File: src/common/dbcr_pkg.sv
/*
 * Shared constants and types for the bank command legality block: command codes,
 * bank states and cycle counts for the register read/write, activate, precharge
 * and exit delays at a 200 MHz command clock.
 * Assumes both ends run on the same clock and reset.
 */
package dbcr_pkg;

    localparam int unsigned NUM_BANKS = 8;
    localparam int unsigned BANK_W    = 3;
    localparam int unsigned DATA_W    = 16;
    localparam int unsigned CNT_W     = 8;
    localparam int unsigned BURST_LEN = 4;

    // ----------------------------------------------------------------
    // Timing
    // ----------------------------------------------------------------
    localparam int unsigned CLK_PERIOD_PS = 5000;
    localparam int unsigned T_REG_READ_PS   = 10000;
    localparam int unsigned T_REG_WRITE_PS  = 25000;
    localparam int unsigned T_ACT_ACT_PS    = 10000;
    localparam int unsigned T_ACT_COL_PS    = 18000;
    localparam int unsigned T_PRECHARGE_PS  = 18000;
    localparam int unsigned T_EXIT_PS       = 7500;

    function automatic logic [7:0] ps_to_cyc(input int unsigned ps);
        int unsigned c;
        c = (ps + CLK_PERIOD_PS - 1) / CLK_PERIOD_PS;
        if (c < 1) begin
            c = 1;
        end
        return c[7:0];
    endfunction : ps_to_cyc

    localparam logic [7:0] REG_READ_CYC   = ps_to_cyc(T_REG_READ_PS);
    localparam logic [7:0] REG_WRITE_CYC  = ps_to_cyc(T_REG_WRITE_PS);
    localparam logic [7:0] ACT_ACT_CYC    = ps_to_cyc(T_ACT_ACT_PS);
    localparam logic [7:0] ACT_COL_CYC    = ps_to_cyc(T_ACT_COL_PS);
    localparam logic [7:0] PRECHARGE_CYC  = ps_to_cyc(T_PRECHARGE_PS);
    localparam logic [7:0] EXIT_CYC       = ps_to_cyc(T_EXIT_PS);
    localparam logic [7:0] BURST_CYC      = 8'h04;

    localparam logic [7:0] RESET_MR_ADDR  = 8'h3f;
    localparam logic [DATA_W-1:0] MEM_RESET_VAL = 16'h0000;

    typedef enum logic [3:0] {
        DBCR_NOP, DBCR_ACT, DBCR_RD, DBCR_WR, DBCR_PRE, DBCR_PREA,
        DBCR_MRR, DBCR_MRW, DBCR_BT, DBCR_REF, DBCR_SREF
    } dbcr_cmd_e;

    typedef enum logic [3:0] {
        ST_POWER_ON, ST_RESETTING, ST_IDLE, ST_ROW_ACT, ST_ACTIVE, ST_READING,
        ST_WRITING, ST_PRECHARGING, ST_IDLE_MRR, ST_RST_MRR, ST_ACT_MRR,
        ST_MR_WRITING
    } dbcr_bank_e;

endpackage : dbcr_pkg

File: src/common/dbcr_if.sv
/*
 * Command link between the memory controller end and the device end.
 * Assumes one shared clock; all signals are sampled on its rising edge.
 */
interface dbcr_if (
    input wire logic clk
);
    import dbcr_pkg::*;

    logic                  cke;
    dbcr_cmd_e             cmd;
    logic [BANK_W-1:0]     bank;
    logic                  auto_pre;
    logic [7:0]            mr_addr;
    logic                  wr_valid;
    logic [DATA_W-1:0]     wr_data;
    logic                  wr_mask;
    logic                  busy;

    modport ctrl (
        output cke, cmd, bank, auto_pre, mr_addr, wr_valid, wr_data, wr_mask,
        input  busy
    );
    modport dev (
        input  cke, cmd, bank, auto_pre, mr_addr, wr_valid, wr_data, wr_mask,
        output busy
    );
endinterface : dbcr_if

File: src/hw/dbcr_device.sv
/*
 * Device end: per-bank state tracking, command legality check, write masking.
 * Assumes the controller end drives the link from flip-flops on the same clock.
 */
// Notes on behaviour
// - Refresh, self-refresh, register write need all idle
// - Burst terminate acts on current burst bank
// - Only no-operation during register read/write states
// - Register read ends after read time, returns
// - Register write ends after write time, idle
// - Keep activate spacing between different banks
// - Auto precharge on or off equally allowed
// - Precharge one or all; all need valid
// - Register read allowed while row activating
// - Register read allowed while precharging
// - After register read, state follows prior timers
// - Write only after read burst ends
// - Read only after write burst ends
// - Auto precharge frees other banks after timing; the device ignores auto_pre and leaves the bank active after the burst
// - Reset is register write, enters resetting
// - Reset only when all idle, no burst
// - Burst terminate only during a burst
// - Mask high skips storing data beat
// - Illegal sequence needs full reinitialisation
// - Rules apply only with clock enable high
// - Bank idle once precharge period elapsed
module dbcr_device (
    input  wire logic                     I_CLK,
    input  wire logic                     I_ARST_N,
    dbcr_if.dev                           link,
    output logic [dbcr_pkg::NUM_BANKS*4-1:0] O_BANK_STATE,
    output logic                          O_ILLEGAL,
    output logic                          O_NEED_REINIT,
    output logic [dbcr_pkg::DATA_W-1:0]   O_MEM_WORD,
    output logic                          O_MEM_WRITTEN
);
    import dbcr_pkg::*;

    typedef struct packed {
        dbcr_bank_e [NUM_BANKS-1:0]             st;
        dbcr_bank_e [NUM_BANKS-1:0]             ret;
        logic [NUM_BANKS-1:0][CNT_W-1:0]        tmr;
        logic [NUM_BANKS-1:0][CNT_W-1:0]        rtmr;
        logic [CNT_W-1:0]                       act_gap;
        logic [CNT_W-1:0]                       burst_cnt;
        logic [CNT_W-1:0]                       exit_cnt;
        logic [BANK_W-1:0]                      burst_bank;
        logic                                   burst_on;
        logic                                   cke_prev;
        logic                                   illegal;
        logic                                   reinit;
        logic [DATA_W-1:0]                      mem;
        logic                                   mem_wr;
    } dbcr_dev_s;

    dbcr_dev_s s_q;
    dbcr_dev_s s_d;

    function automatic logic all_idle(input dbcr_bank_e [NUM_BANKS-1:0] st);
        logic r;
        r = 1'b1;
        for (int i = 0; i < NUM_BANKS; i++) begin
            if (st[i] != ST_IDLE) begin
                r = 1'b0;
            end
        end
        return r;
    endfunction : all_idle

    function automatic logic can_pre(input dbcr_bank_e b);
        return (b == ST_ACTIVE) || (b == ST_IDLE) || (b == ST_PRECHARGING)
            || (b == ST_READING) || (b == ST_WRITING);
    endfunction : can_pre

    function automatic logic in_mr(input dbcr_bank_e b);
        return (b == ST_IDLE_MRR) || (b == ST_RST_MRR) || (b == ST_ACT_MRR)
            || (b == ST_MR_WRITING);
    endfunction : in_mr

    // ----------------------------------------------------------------
    // Next-state logic
    // ----------------------------------------------------------------
    always_comb begin
        logic       bad;
        logic       any_mr;
        logic       rules_on;
        dbcr_bank_e cur;
        int unsigned b;
        bad      = 1'b0;
        any_mr   = 1'b0;
        rules_on = 1'b0;
        s_d      = s_q;
        s_d.mem_wr   = 1'b0;
        s_d.cke_prev = link.cke;
        b   = int'(link.bank);
        cur = s_q.st[b];

        // Timers count down; a bank whose delay expires moves on.
        for (int i = 0; i < NUM_BANKS; i++) begin
            if (s_q.tmr[i] != '0) s_d.tmr[i] = s_q.tmr[i] - 1'b1;
            if (s_q.rtmr[i] != '0) s_d.rtmr[i] = s_q.rtmr[i] - 1'b1;
            any_mr = any_mr | in_mr(s_q.st[i]);
            if (s_q.tmr[i] == 8'h01) begin
                if (s_q.st[i] == ST_ROW_ACT) begin
                    s_d.st[i] = ST_ACTIVE;
                end else if (s_q.st[i] == ST_PRECHARGING) begin
                    s_d.st[i] = ST_IDLE;
                end else if (s_q.st[i] == ST_MR_WRITING) begin
                    s_d.st[i] = ST_IDLE;
                end
            end
            if (s_q.rtmr[i] == 8'h01 && in_mr(s_q.st[i]) && s_q.st[i] != ST_MR_WRITING) begin
                s_d.st[i] = s_q.ret[i];
                // A timer that ran out during the read settles the bank.
                if (s_q.ret[i] == ST_ROW_ACT && s_q.tmr[i] <= 8'h01) begin
                    s_d.st[i] = ST_ACTIVE;
                end else if (s_q.ret[i] == ST_PRECHARGING && s_q.tmr[i] <= 8'h01) begin
                    s_d.st[i] = ST_IDLE;
                end
            end
        end
        if (s_q.act_gap != '0) s_d.act_gap = s_q.act_gap - 1'b1;
        if (s_q.exit_cnt != '0) s_d.exit_cnt = s_q.exit_cnt - 1'b1;
        if (s_q.burst_cnt != '0) begin
            s_d.burst_cnt = s_q.burst_cnt - 1'b1;
            if (s_q.burst_cnt == 8'h01) begin
                s_d.burst_on = 1'b0;
                if (s_q.st[s_q.burst_bank] == ST_READING
                        || s_q.st[s_q.burst_bank] == ST_WRITING) begin
                    s_d.st[s_q.burst_bank] = ST_ACTIVE;
                end
            end
        end
        if (!link.cke) begin
            s_d.exit_cnt = EXIT_CYC;
        end
        rules_on = link.cke && s_q.cke_prev && s_q.exit_cnt == '0;

        if (rules_on) begin
            case (link.cmd)
                DBCR_NOP: begin
                end
                DBCR_ACT: begin
                    bad = any_mr || cur != ST_IDLE || s_q.act_gap != '0;
                    if (!bad) begin
                        s_d.st[b]   = ST_ROW_ACT;
                        s_d.tmr[b]  = ACT_COL_CYC;
                        s_d.act_gap = ACT_ACT_CYC;
                    end
                end
                DBCR_RD, DBCR_WR: begin
                    // Either auto precharge variant is judged the same way.
                    bad = any_mr || !(cur == ST_ACTIVE || cur == ST_READING
                        || cur == ST_WRITING)
                        || (s_q.burst_on && link.cmd == DBCR_WR
                            && s_q.st[s_q.burst_bank] == ST_READING)
                        || (s_q.burst_on && link.cmd == DBCR_RD
                            && s_q.st[s_q.burst_bank] == ST_WRITING);
                    if (!bad) begin
                        if (s_q.burst_on && s_q.burst_bank != link.bank) begin
                            s_d.st[s_q.burst_bank] = ST_ACTIVE;
                        end
                        s_d.st[b]      = (link.cmd == DBCR_RD) ? ST_READING : ST_WRITING;
                        s_d.burst_on   = 1'b1;
                        s_d.burst_bank = link.bank;
                        s_d.burst_cnt  = BURST_CYC;
                    end
                end
                DBCR_PRE, DBCR_PREA: begin
                    bad = any_mr;
                    for (int i = 0; i < NUM_BANKS; i++) begin
                        if (link.cmd == DBCR_PREA || i == b) begin
                            bad = bad | !can_pre(s_q.st[i]);
                        end
                    end
                    if (!bad) begin
                        for (int i = 0; i < NUM_BANKS; i++) begin
                            if (link.cmd == DBCR_PREA || i == b) begin
                                s_d.st[i]  = ST_PRECHARGING;
                                s_d.tmr[i] = PRECHARGE_CYC;
                            end
                        end
                        if (link.cmd == DBCR_PREA || s_q.burst_bank == link.bank) begin
                            s_d.burst_on  = 1'b0;
                            s_d.burst_cnt = '0;
                        end
                    end
                end
                DBCR_MRR: begin
                    bad = any_mr || !(cur == ST_IDLE || cur == ST_ACTIVE
                        || cur == ST_ROW_ACT || cur == ST_PRECHARGING
                        || cur == ST_RESETTING);
                    if (!bad) begin
                        s_d.ret[b]  = cur;
                        s_d.rtmr[b] = REG_READ_CYC;
                        s_d.st[b]   = (cur == ST_RESETTING) ? ST_RST_MRR
                                    : (cur == ST_IDLE) ? ST_IDLE_MRR : ST_ACT_MRR;
                    end
                end
                DBCR_MRW: begin
                    // Power-on takes only the reset write; a resetting device takes any other.
                    bad = any_mr || s_q.burst_on || !(all_idle(s_q.st)
                        || (s_q.st[0] == ST_POWER_ON && link.mr_addr == RESET_MR_ADDR)
                        || (s_q.st[0] == ST_RESETTING && link.mr_addr != RESET_MR_ADDR));
                    if (!bad) begin
                        for (int i = 0; i < NUM_BANKS; i++) begin
                            if (link.mr_addr == RESET_MR_ADDR) begin
                                s_d.st[i] = ST_RESETTING;
                            end else begin
                                s_d.st[i]  = ST_MR_WRITING;
                                s_d.tmr[i] = REG_WRITE_CYC;
                            end
                        end
                        if (link.mr_addr == RESET_MR_ADDR) begin
                            s_d.mem    = MEM_RESET_VAL;
                            s_d.reinit = 1'b0;
                        end
                    end
                end
                DBCR_BT: begin
                    bad = any_mr || !s_q.burst_on || link.bank != s_q.burst_bank;
                    if (!bad) begin
                        s_d.st[s_q.burst_bank] = ST_ACTIVE;
                        s_d.burst_on  = 1'b0;
                        s_d.burst_cnt = '0;
                    end
                end
                default: begin
                    bad = any_mr || s_q.burst_on || !all_idle(s_q.st);
                end
            endcase
        end

        s_d.illegal = bad;
        if (bad) begin
            s_d.reinit = 1'b1;
        end

        // Write beats are stored only when unmasked.
        if (link.wr_valid && !link.wr_mask && !s_q.reinit) begin
            s_d.mem    = link.wr_data;
            s_d.mem_wr = 1'b1;
        end
    end

    // ----------------------------------------------------------------
    // State register
    // ----------------------------------------------------------------
    always_ff @(posedge I_CLK or negedge I_ARST_N) begin
        if (!I_ARST_N) begin
            s_q <= '0;
            for (int i = 0; i < NUM_BANKS; i++) begin
                s_q.st[i]  <= ST_POWER_ON;
                s_q.ret[i] <= ST_IDLE;
            end
        end else begin
            s_q <= s_d;
        end
    end

    assign O_BANK_STATE  = s_q.st;
    assign O_ILLEGAL     = s_q.illegal;
    assign O_NEED_REINIT = s_q.reinit;
    assign O_MEM_WORD    = s_q.mem;
    assign O_MEM_WRITTEN = s_q.mem_wr;
    assign link.busy     = s_q.illegal;

endmodule : dbcr_device

File: src/flat_wrapper.sv
// flat-port wrapper written by rule: the top's interface ports become plain ports
module dbcr_device_flat import dbcr_pkg::*;
  (I_CLK, I_ARST_N, O_BANK_STATE, O_ILLEGAL, O_NEED_REINIT, O_MEM_WORD, O_MEM_WRITTEN, clk, link_cke, link_cmd, link_bank, link_auto_pre, link_mr_addr, link_wr_valid, link_wr_data, link_wr_mask, link_busy);
  dbcr_if link_i (.clk(clk));
  input  wire logic I_CLK;
  input  wire logic I_ARST_N;
  output logic [dbcr_pkg::NUM_BANKS*4-1:0] O_BANK_STATE;
  output logic O_ILLEGAL;
  output logic O_NEED_REINIT;
  output logic [dbcr_pkg::DATA_W-1:0] O_MEM_WORD;
  output logic O_MEM_WRITTEN;
  input wire logic clk;
  input wire logic [$bits(link_i.cke)-1:0] link_cke;
  input wire logic [$bits(link_i.cmd)-1:0] link_cmd;
  input wire logic [$bits(link_i.bank)-1:0] link_bank;
  input wire logic [$bits(link_i.auto_pre)-1:0] link_auto_pre;
  input wire logic [$bits(link_i.mr_addr)-1:0] link_mr_addr;
  input wire logic [$bits(link_i.wr_valid)-1:0] link_wr_valid;
  input wire logic [$bits(link_i.wr_data)-1:0] link_wr_data;
  input wire logic [$bits(link_i.wr_mask)-1:0] link_wr_mask;
  output wire logic [$bits(link_i.busy)-1:0] link_busy;
  assign link_i.cke = link_cke;
  assign link_i.cmd = link_cmd;
  assign link_i.bank = link_bank;
  assign link_i.auto_pre = link_auto_pre;
  assign link_i.mr_addr = link_mr_addr;
  assign link_i.wr_valid = link_wr_valid;
  assign link_i.wr_data = link_wr_data;
  assign link_i.wr_mask = link_wr_mask;
  assign link_busy = link_i.busy;
  dbcr_device u_core (.I_CLK(I_CLK), .I_ARST_N(I_ARST_N), .link(link_i), .O_BANK_STATE(O_BANK_STATE), .O_ILLEGAL(O_ILLEGAL), .O_NEED_REINIT(O_NEED_REINIT), .O_MEM_WORD(O_MEM_WORD), .O_MEM_WRITTEN(O_MEM_WRITTEN));
endmodule
File: config.mk
export PLATFORM = sky130hd
export DESIGN_NAME = dbcr_device_flat
export DESIGN_NICKNAME = d
export VERILOG_FILES = /design/src/common/dbcr_pkg.sv /design/src/common/dbcr_if.sv /design/src/hw/dbcr_device.sv /design/src/flat_wrapper.sv
export SDC_FILE = /design/constraint.sdc
export NUM_CORES = 1
export LEC_CHECK = 0
export ABC_CLOCK_PERIOD_IN_PS = 9500
export BUFFER_PORTS_ARGS = -buffer_cell sky130_fd_sc_hd__buf_2
export CAP_MARGIN = 25
export CORE_MARGIN = 4
export CORE_UTILIZATION = 35
export DETAILED_ROUTE_END_ITERATION = 8
export HOLD_SLACK_MARGIN = 0.15
export SLEW_MARGIN = 5
export SYNTH_ARGS = -nofsm -noshare
export SYNTH_HDL_FRONTEND = slang
export SYNTH_SLANG_ARGS = --single-unit
export TNS_END_PERCENT = 100
File: constraint.sdc
create_clock -name I_CLK -period 9.5 [get_ports I_CLK]
set_input_delay 0.95 -clock I_CLK [delete_from_list [all_inputs] [get_ports I_CLK]]
set_output_delay 0.95 -clock I_CLK [all_outputs]
set_load 0.02 [all_outputs]
**Word level (Yosys, flattened, before mapping)**

Index checks and enable logic that the tools add are counted.

- Register bits: 240
- Input bits: 38
- Output and inout bits: 52
- Logic and storage cells: 646

- Add/subtract/negate cells: 19
- $lt $le $gt $ge: 12
- Equal/unequal tests: 163
- Muxes and demuxes: 198
- Bitwise gates (word level): 31
- Reduce and logical (&&, ||, !) cells: 181

Operators with widths:

| kind | number |
|---|---|
| $mux 32 | 13 |
| $mux 64 | 6 |
| $mux 8 | 43 |
| $mux 4 | 70 |
| $mux 208 | 1 |
| $eq 4x3->1 const B | 50 |
| $pmux 32 s6 | 1 |
| $pmux 64 s3 | 1 |
| $reduce_bool 8->1 | 19 |
| $sub 8x1->8 const B | 19 |
| $eq 8x1->1 const B | 17 |
| $eq 4x4->1 const B | 33 |
| $and 56x56->56 | 2 |
| $eq 4x2->1 const B | 28 |
| $not 56->56 | 2 |
| $bwmux 32 | 3 |
| $logic_or 1x1->1 | 85 |
| $mux 17 | 5 |
| $le 8x1->1 const B | 8 |
| $and 24x24->24 | 2 |
| $logic_and 1x1->1 | 45 |
| $mux 1 | 45 |
| $ne 4x2->1 const B | 9 |
| $ne 4x4->1 const B | 8 |
| other kinds (35) | 89 |

**Longest topological paths before layout**

- Depth after elaboration: 47
- Gate-level depth with buffers: 11
- Depth with buffers taken out: 10

**Worst setup path before layout**

Ideal clock, no wire load.

- Path kind: input to register
- Start: input port link_bank[1]
- End: register u_core.s_q (netlist bit u_core.O_BANK_STATE[24])
- Setup time: 128 ps
- Arrival time: 3375 ps
- Required time: 9372 ps
- Path slack: 5998 ps
- Cell stages on the path: 10
- Buffers on the path: 2
- Cell sequence: buf_6 buf_6 mux4_2 mux2i_4 xnor2_1 a211oi_4 a21oi_2 or3_1 a2111oi_2 nor2_1

RTL lines:

| what | RTL line | text |
|---|---|---|
| from (decl) | flat_wrapper.sv:15 | `input wire logic [$bits(link_i.bank)-1:0] link_bank;` |
| to (decl) | dbcr_device.sv:56 | `dbcr_dev_s s_q;` |

==> metrics.md <==
| Metric | Value |
|---|---|
| Worst-skew pair later-pin latency | `0.57 ns` |
| Multi-input gate area | `8810 µm²` |
| R2R depth | `8` |
| Worst Path Max Fanout | `26` |
| Status | `finished, final reports clean` |
| Most common cell after layout, fill and taps aside | `dfrtp_1` |
| Fmax | `200 MHz` |
| Worst EP arrival | `5.48 ns` |
| Row cnt | `77` |
| RSZ-0062 raised after global routing | `no` |
| Primary FF master, synth | `dfrtp_1` |
| CP Launch Type | `input pin` |
| CP startpoint | `link_bank[1]` |
| Clock slew at reported path FFs | `0.06 ns` |
| Critical path class | `input pin to flip-flop` |
| H-tree levels | `1` |
| Number of port buffers | `87` |
| Worst setup EP type | `flip-flop` |
| Synth Warn # | `0` |
| Dpl cells | `2404` |
| Max-slew violations | `0` |
| Post CTS Setup Buffer Count | `0` |
| Final net count | `1921` |
| Max_slew headroom | `25.4%` |
| DR vias/cell | `5.88` |
| Required @ worst endpoint | `9.98 ns` |
| Core region area | `44200 µm²` |
| Post-Syn Nets | `1908` |
| Layout Cells excl Fill | `2460` |
| Drt drc | `0` |
| Drt first pass iters | `5` |
| Max_cap viols | `0` |
| PwrDens | `253 nW/µm²` |
| Placed wire-length estimate | `37900 µm` |
| R2R Path Start | `u_core.O_BANK_STATE[8]` |
| Fillers | `4491` |
| Gr usage total | `22.1%` |
| CTS sink cnt | `240` |
| Synth Instances | `1833` |
| Hold Fails Final Rpt | `0` |
| Final setup vio count | `0` |
| Skew final | `0.0208 ns` |
| Average size of a mapped cell | `8.55 µm²` |
| Drt first-iter violations | `1472` |
| Die area | `48300 µm²` |
| Num CTS Buffers | `29` |
| Total grt overflow | `0` |
| DIE HEIGHT | `220 µm` |
| Share of layout cells above drive strength 1 | `10.9%` |
| Post-synthesis sequential area ratio | `38.4%` |
| Worst slew pin tran | `1.12 ns` |
| Routed wire length | `54400 µm` |
| Synth-to-layout area growth | `10.8%` |
| Post-CTS sizing | `0` |
| Register bit total from synthesis | `240` |
| Setup TNS | `0 ns` |
| Commonest non-fill, non-tap cells in the layout | `dfrtp_1 (232), nand2_1 (200), nor2_1 (178)` |
| Die Wd | `220 µm` |
| IO Count | `90` |
| Root buffer cell | `clkbuf_16` |
| Number of enable flip-flop cells after synthesis | `0` |
| Max IR drop VDD | `0.107 mV` |
| Routed WL per cell | `22.1 µm` |
| Synth unique cells | `81` |
| Largest cells by area after synthesis | `dfrtp_1 (37%), xnor2_1 (4.9%), nand2_1 (4.8%)` |
| Initial core utilization | `35.5%` |
| Worst-case clock buffer depth | `3` |
| Antenna violations before repair | `3` |
| Synth top area share | `37.0%` |
| Hold Crit Class | `input pin to asynchronous set/reset pin` |
| Static Leak | `7.16 nW` |
| Post-synthesis async set-or-reset flop share | `100%` |
| Area leader, netlist | `dfrtp_1` |
| CTS tree | `built` |
| Gp weighted congestion | `1.07` |
| Largest net degree at the start of global routing | `94` |
| Via count | `14500` |
| FF+latch area | `6020 µm²` |
| Tcrit/Tclk final | `52.7%` |
| Final antenna-violating net count | `0` |
| # hold bufs at CTS | `0` |
| Number of global-route vias before repair | `14200` |
| First-pass GRT wire length | `83500 µm` |
| Minimum clock period | `5.00 ns` |
| Area of the mapped netlist | `15700 µm²` |
## stage by stage
stage	instance area [µm²]	power (mW)	utilization (%)	setup WS (ns)	hold WS, ns
CTS	17300	4.41	39.1	4.69	0.424
detailed placement	16300	3.24	37.0	4.13	0.491
global placement	16300	3.19	36.9	4.07	0.480
global route	17400	4.69	39.3	4.51	0.467
floorplan	15700	2.78	-	6.00	0.464
finish	17400	4.40	39.3	4.50	0.425
## critical path: stages
cell and delay [ns]:
buf_2 0.52, mux4_2 0.63, mux2i_4 0.76, nor2b_1 0.24, and4_1 0.84, nand2_1 0.60, nand2_1 0.58, a21oi_1 0.17
o22ai_1 0.16
## kinds of logic (layout without fill, tap and decap cells)
| group | Yosys count | in the layout | share of synthesized area, % |
|---|---|---|---|
| AND/OR/NAND/NOR | 759 | 759 | 23.8 |
| AO/OA/AOI/OAI | 458 | 458 | 18.6 |
| flip-flops | 240 | 240 | 38.4 |
| buffers and inverters | 179 | 212 | 5.59 |
| XOR/XNOR | 112 | 112 | 6.26 |
| multiplexers | 47 | 47 | 4.39 |
| adder cells (fa/ha/maj) | 38 | 38 | 3.02 |
| other | 0 | 2 | 0 |
## synth_stat cells (38+ instances only)
cell        n
a21oi_1    98
buf_4      49
clkbuf_1   67
dfrtp_1   232
inv_1      53
nand2_1   200
nand3_1    55
nor2_1    179
nor2b_1    38
nor3_1     82
nor4_1     46
o21ai_0   128
xnor2_1    87
## cell type report
class | count | area share, %
Multi-Input combinational cell | 1414 | 50.7
Tap cell | 592 | 4.26
Antenna cell | 2 | 0.0288
Clock buffer | 41 | 4.67
Clock inverter | 10 | 0.864
Inverter | 54 | 1.17
Timing Repair Buffer | 107 | 3.63
Sequential cell | 240 | 34.6
## report_power, final
| group | internal, mW | switching, mW |
|---|---|---|
| Clock | 0.696 | 0.440 |
| Combinational | 0.633 | 0.911 |
| Sequential | 1.31 | 0.405 |
| Total | 2.64 | 1.76 |
## worst paths after layout
path	end	slack, ns
setup / recovery	u_core.s_q[130]	4.50
hold / removal	u_core.s_q[27]	0.43
setup reg to reg	u_core.s_q[130]	4.92
hold reg to reg	flip-flop	0.50
max in group asynchronous	asynchronous set/reset pin	7.89
min in group I_CLK	flip-flop	0.50
## per-layer routing
layer  part of all wire, %  wire [µm]  GRT usage (%)
met5                 0.024         13              0
met3                    10       5600           6.00
met2                    42      22800           32.9
met1                    43      23200           30.3
met4                   5.1       2800           9.29
Note: power is estimated with default switching activity, not from simulation.
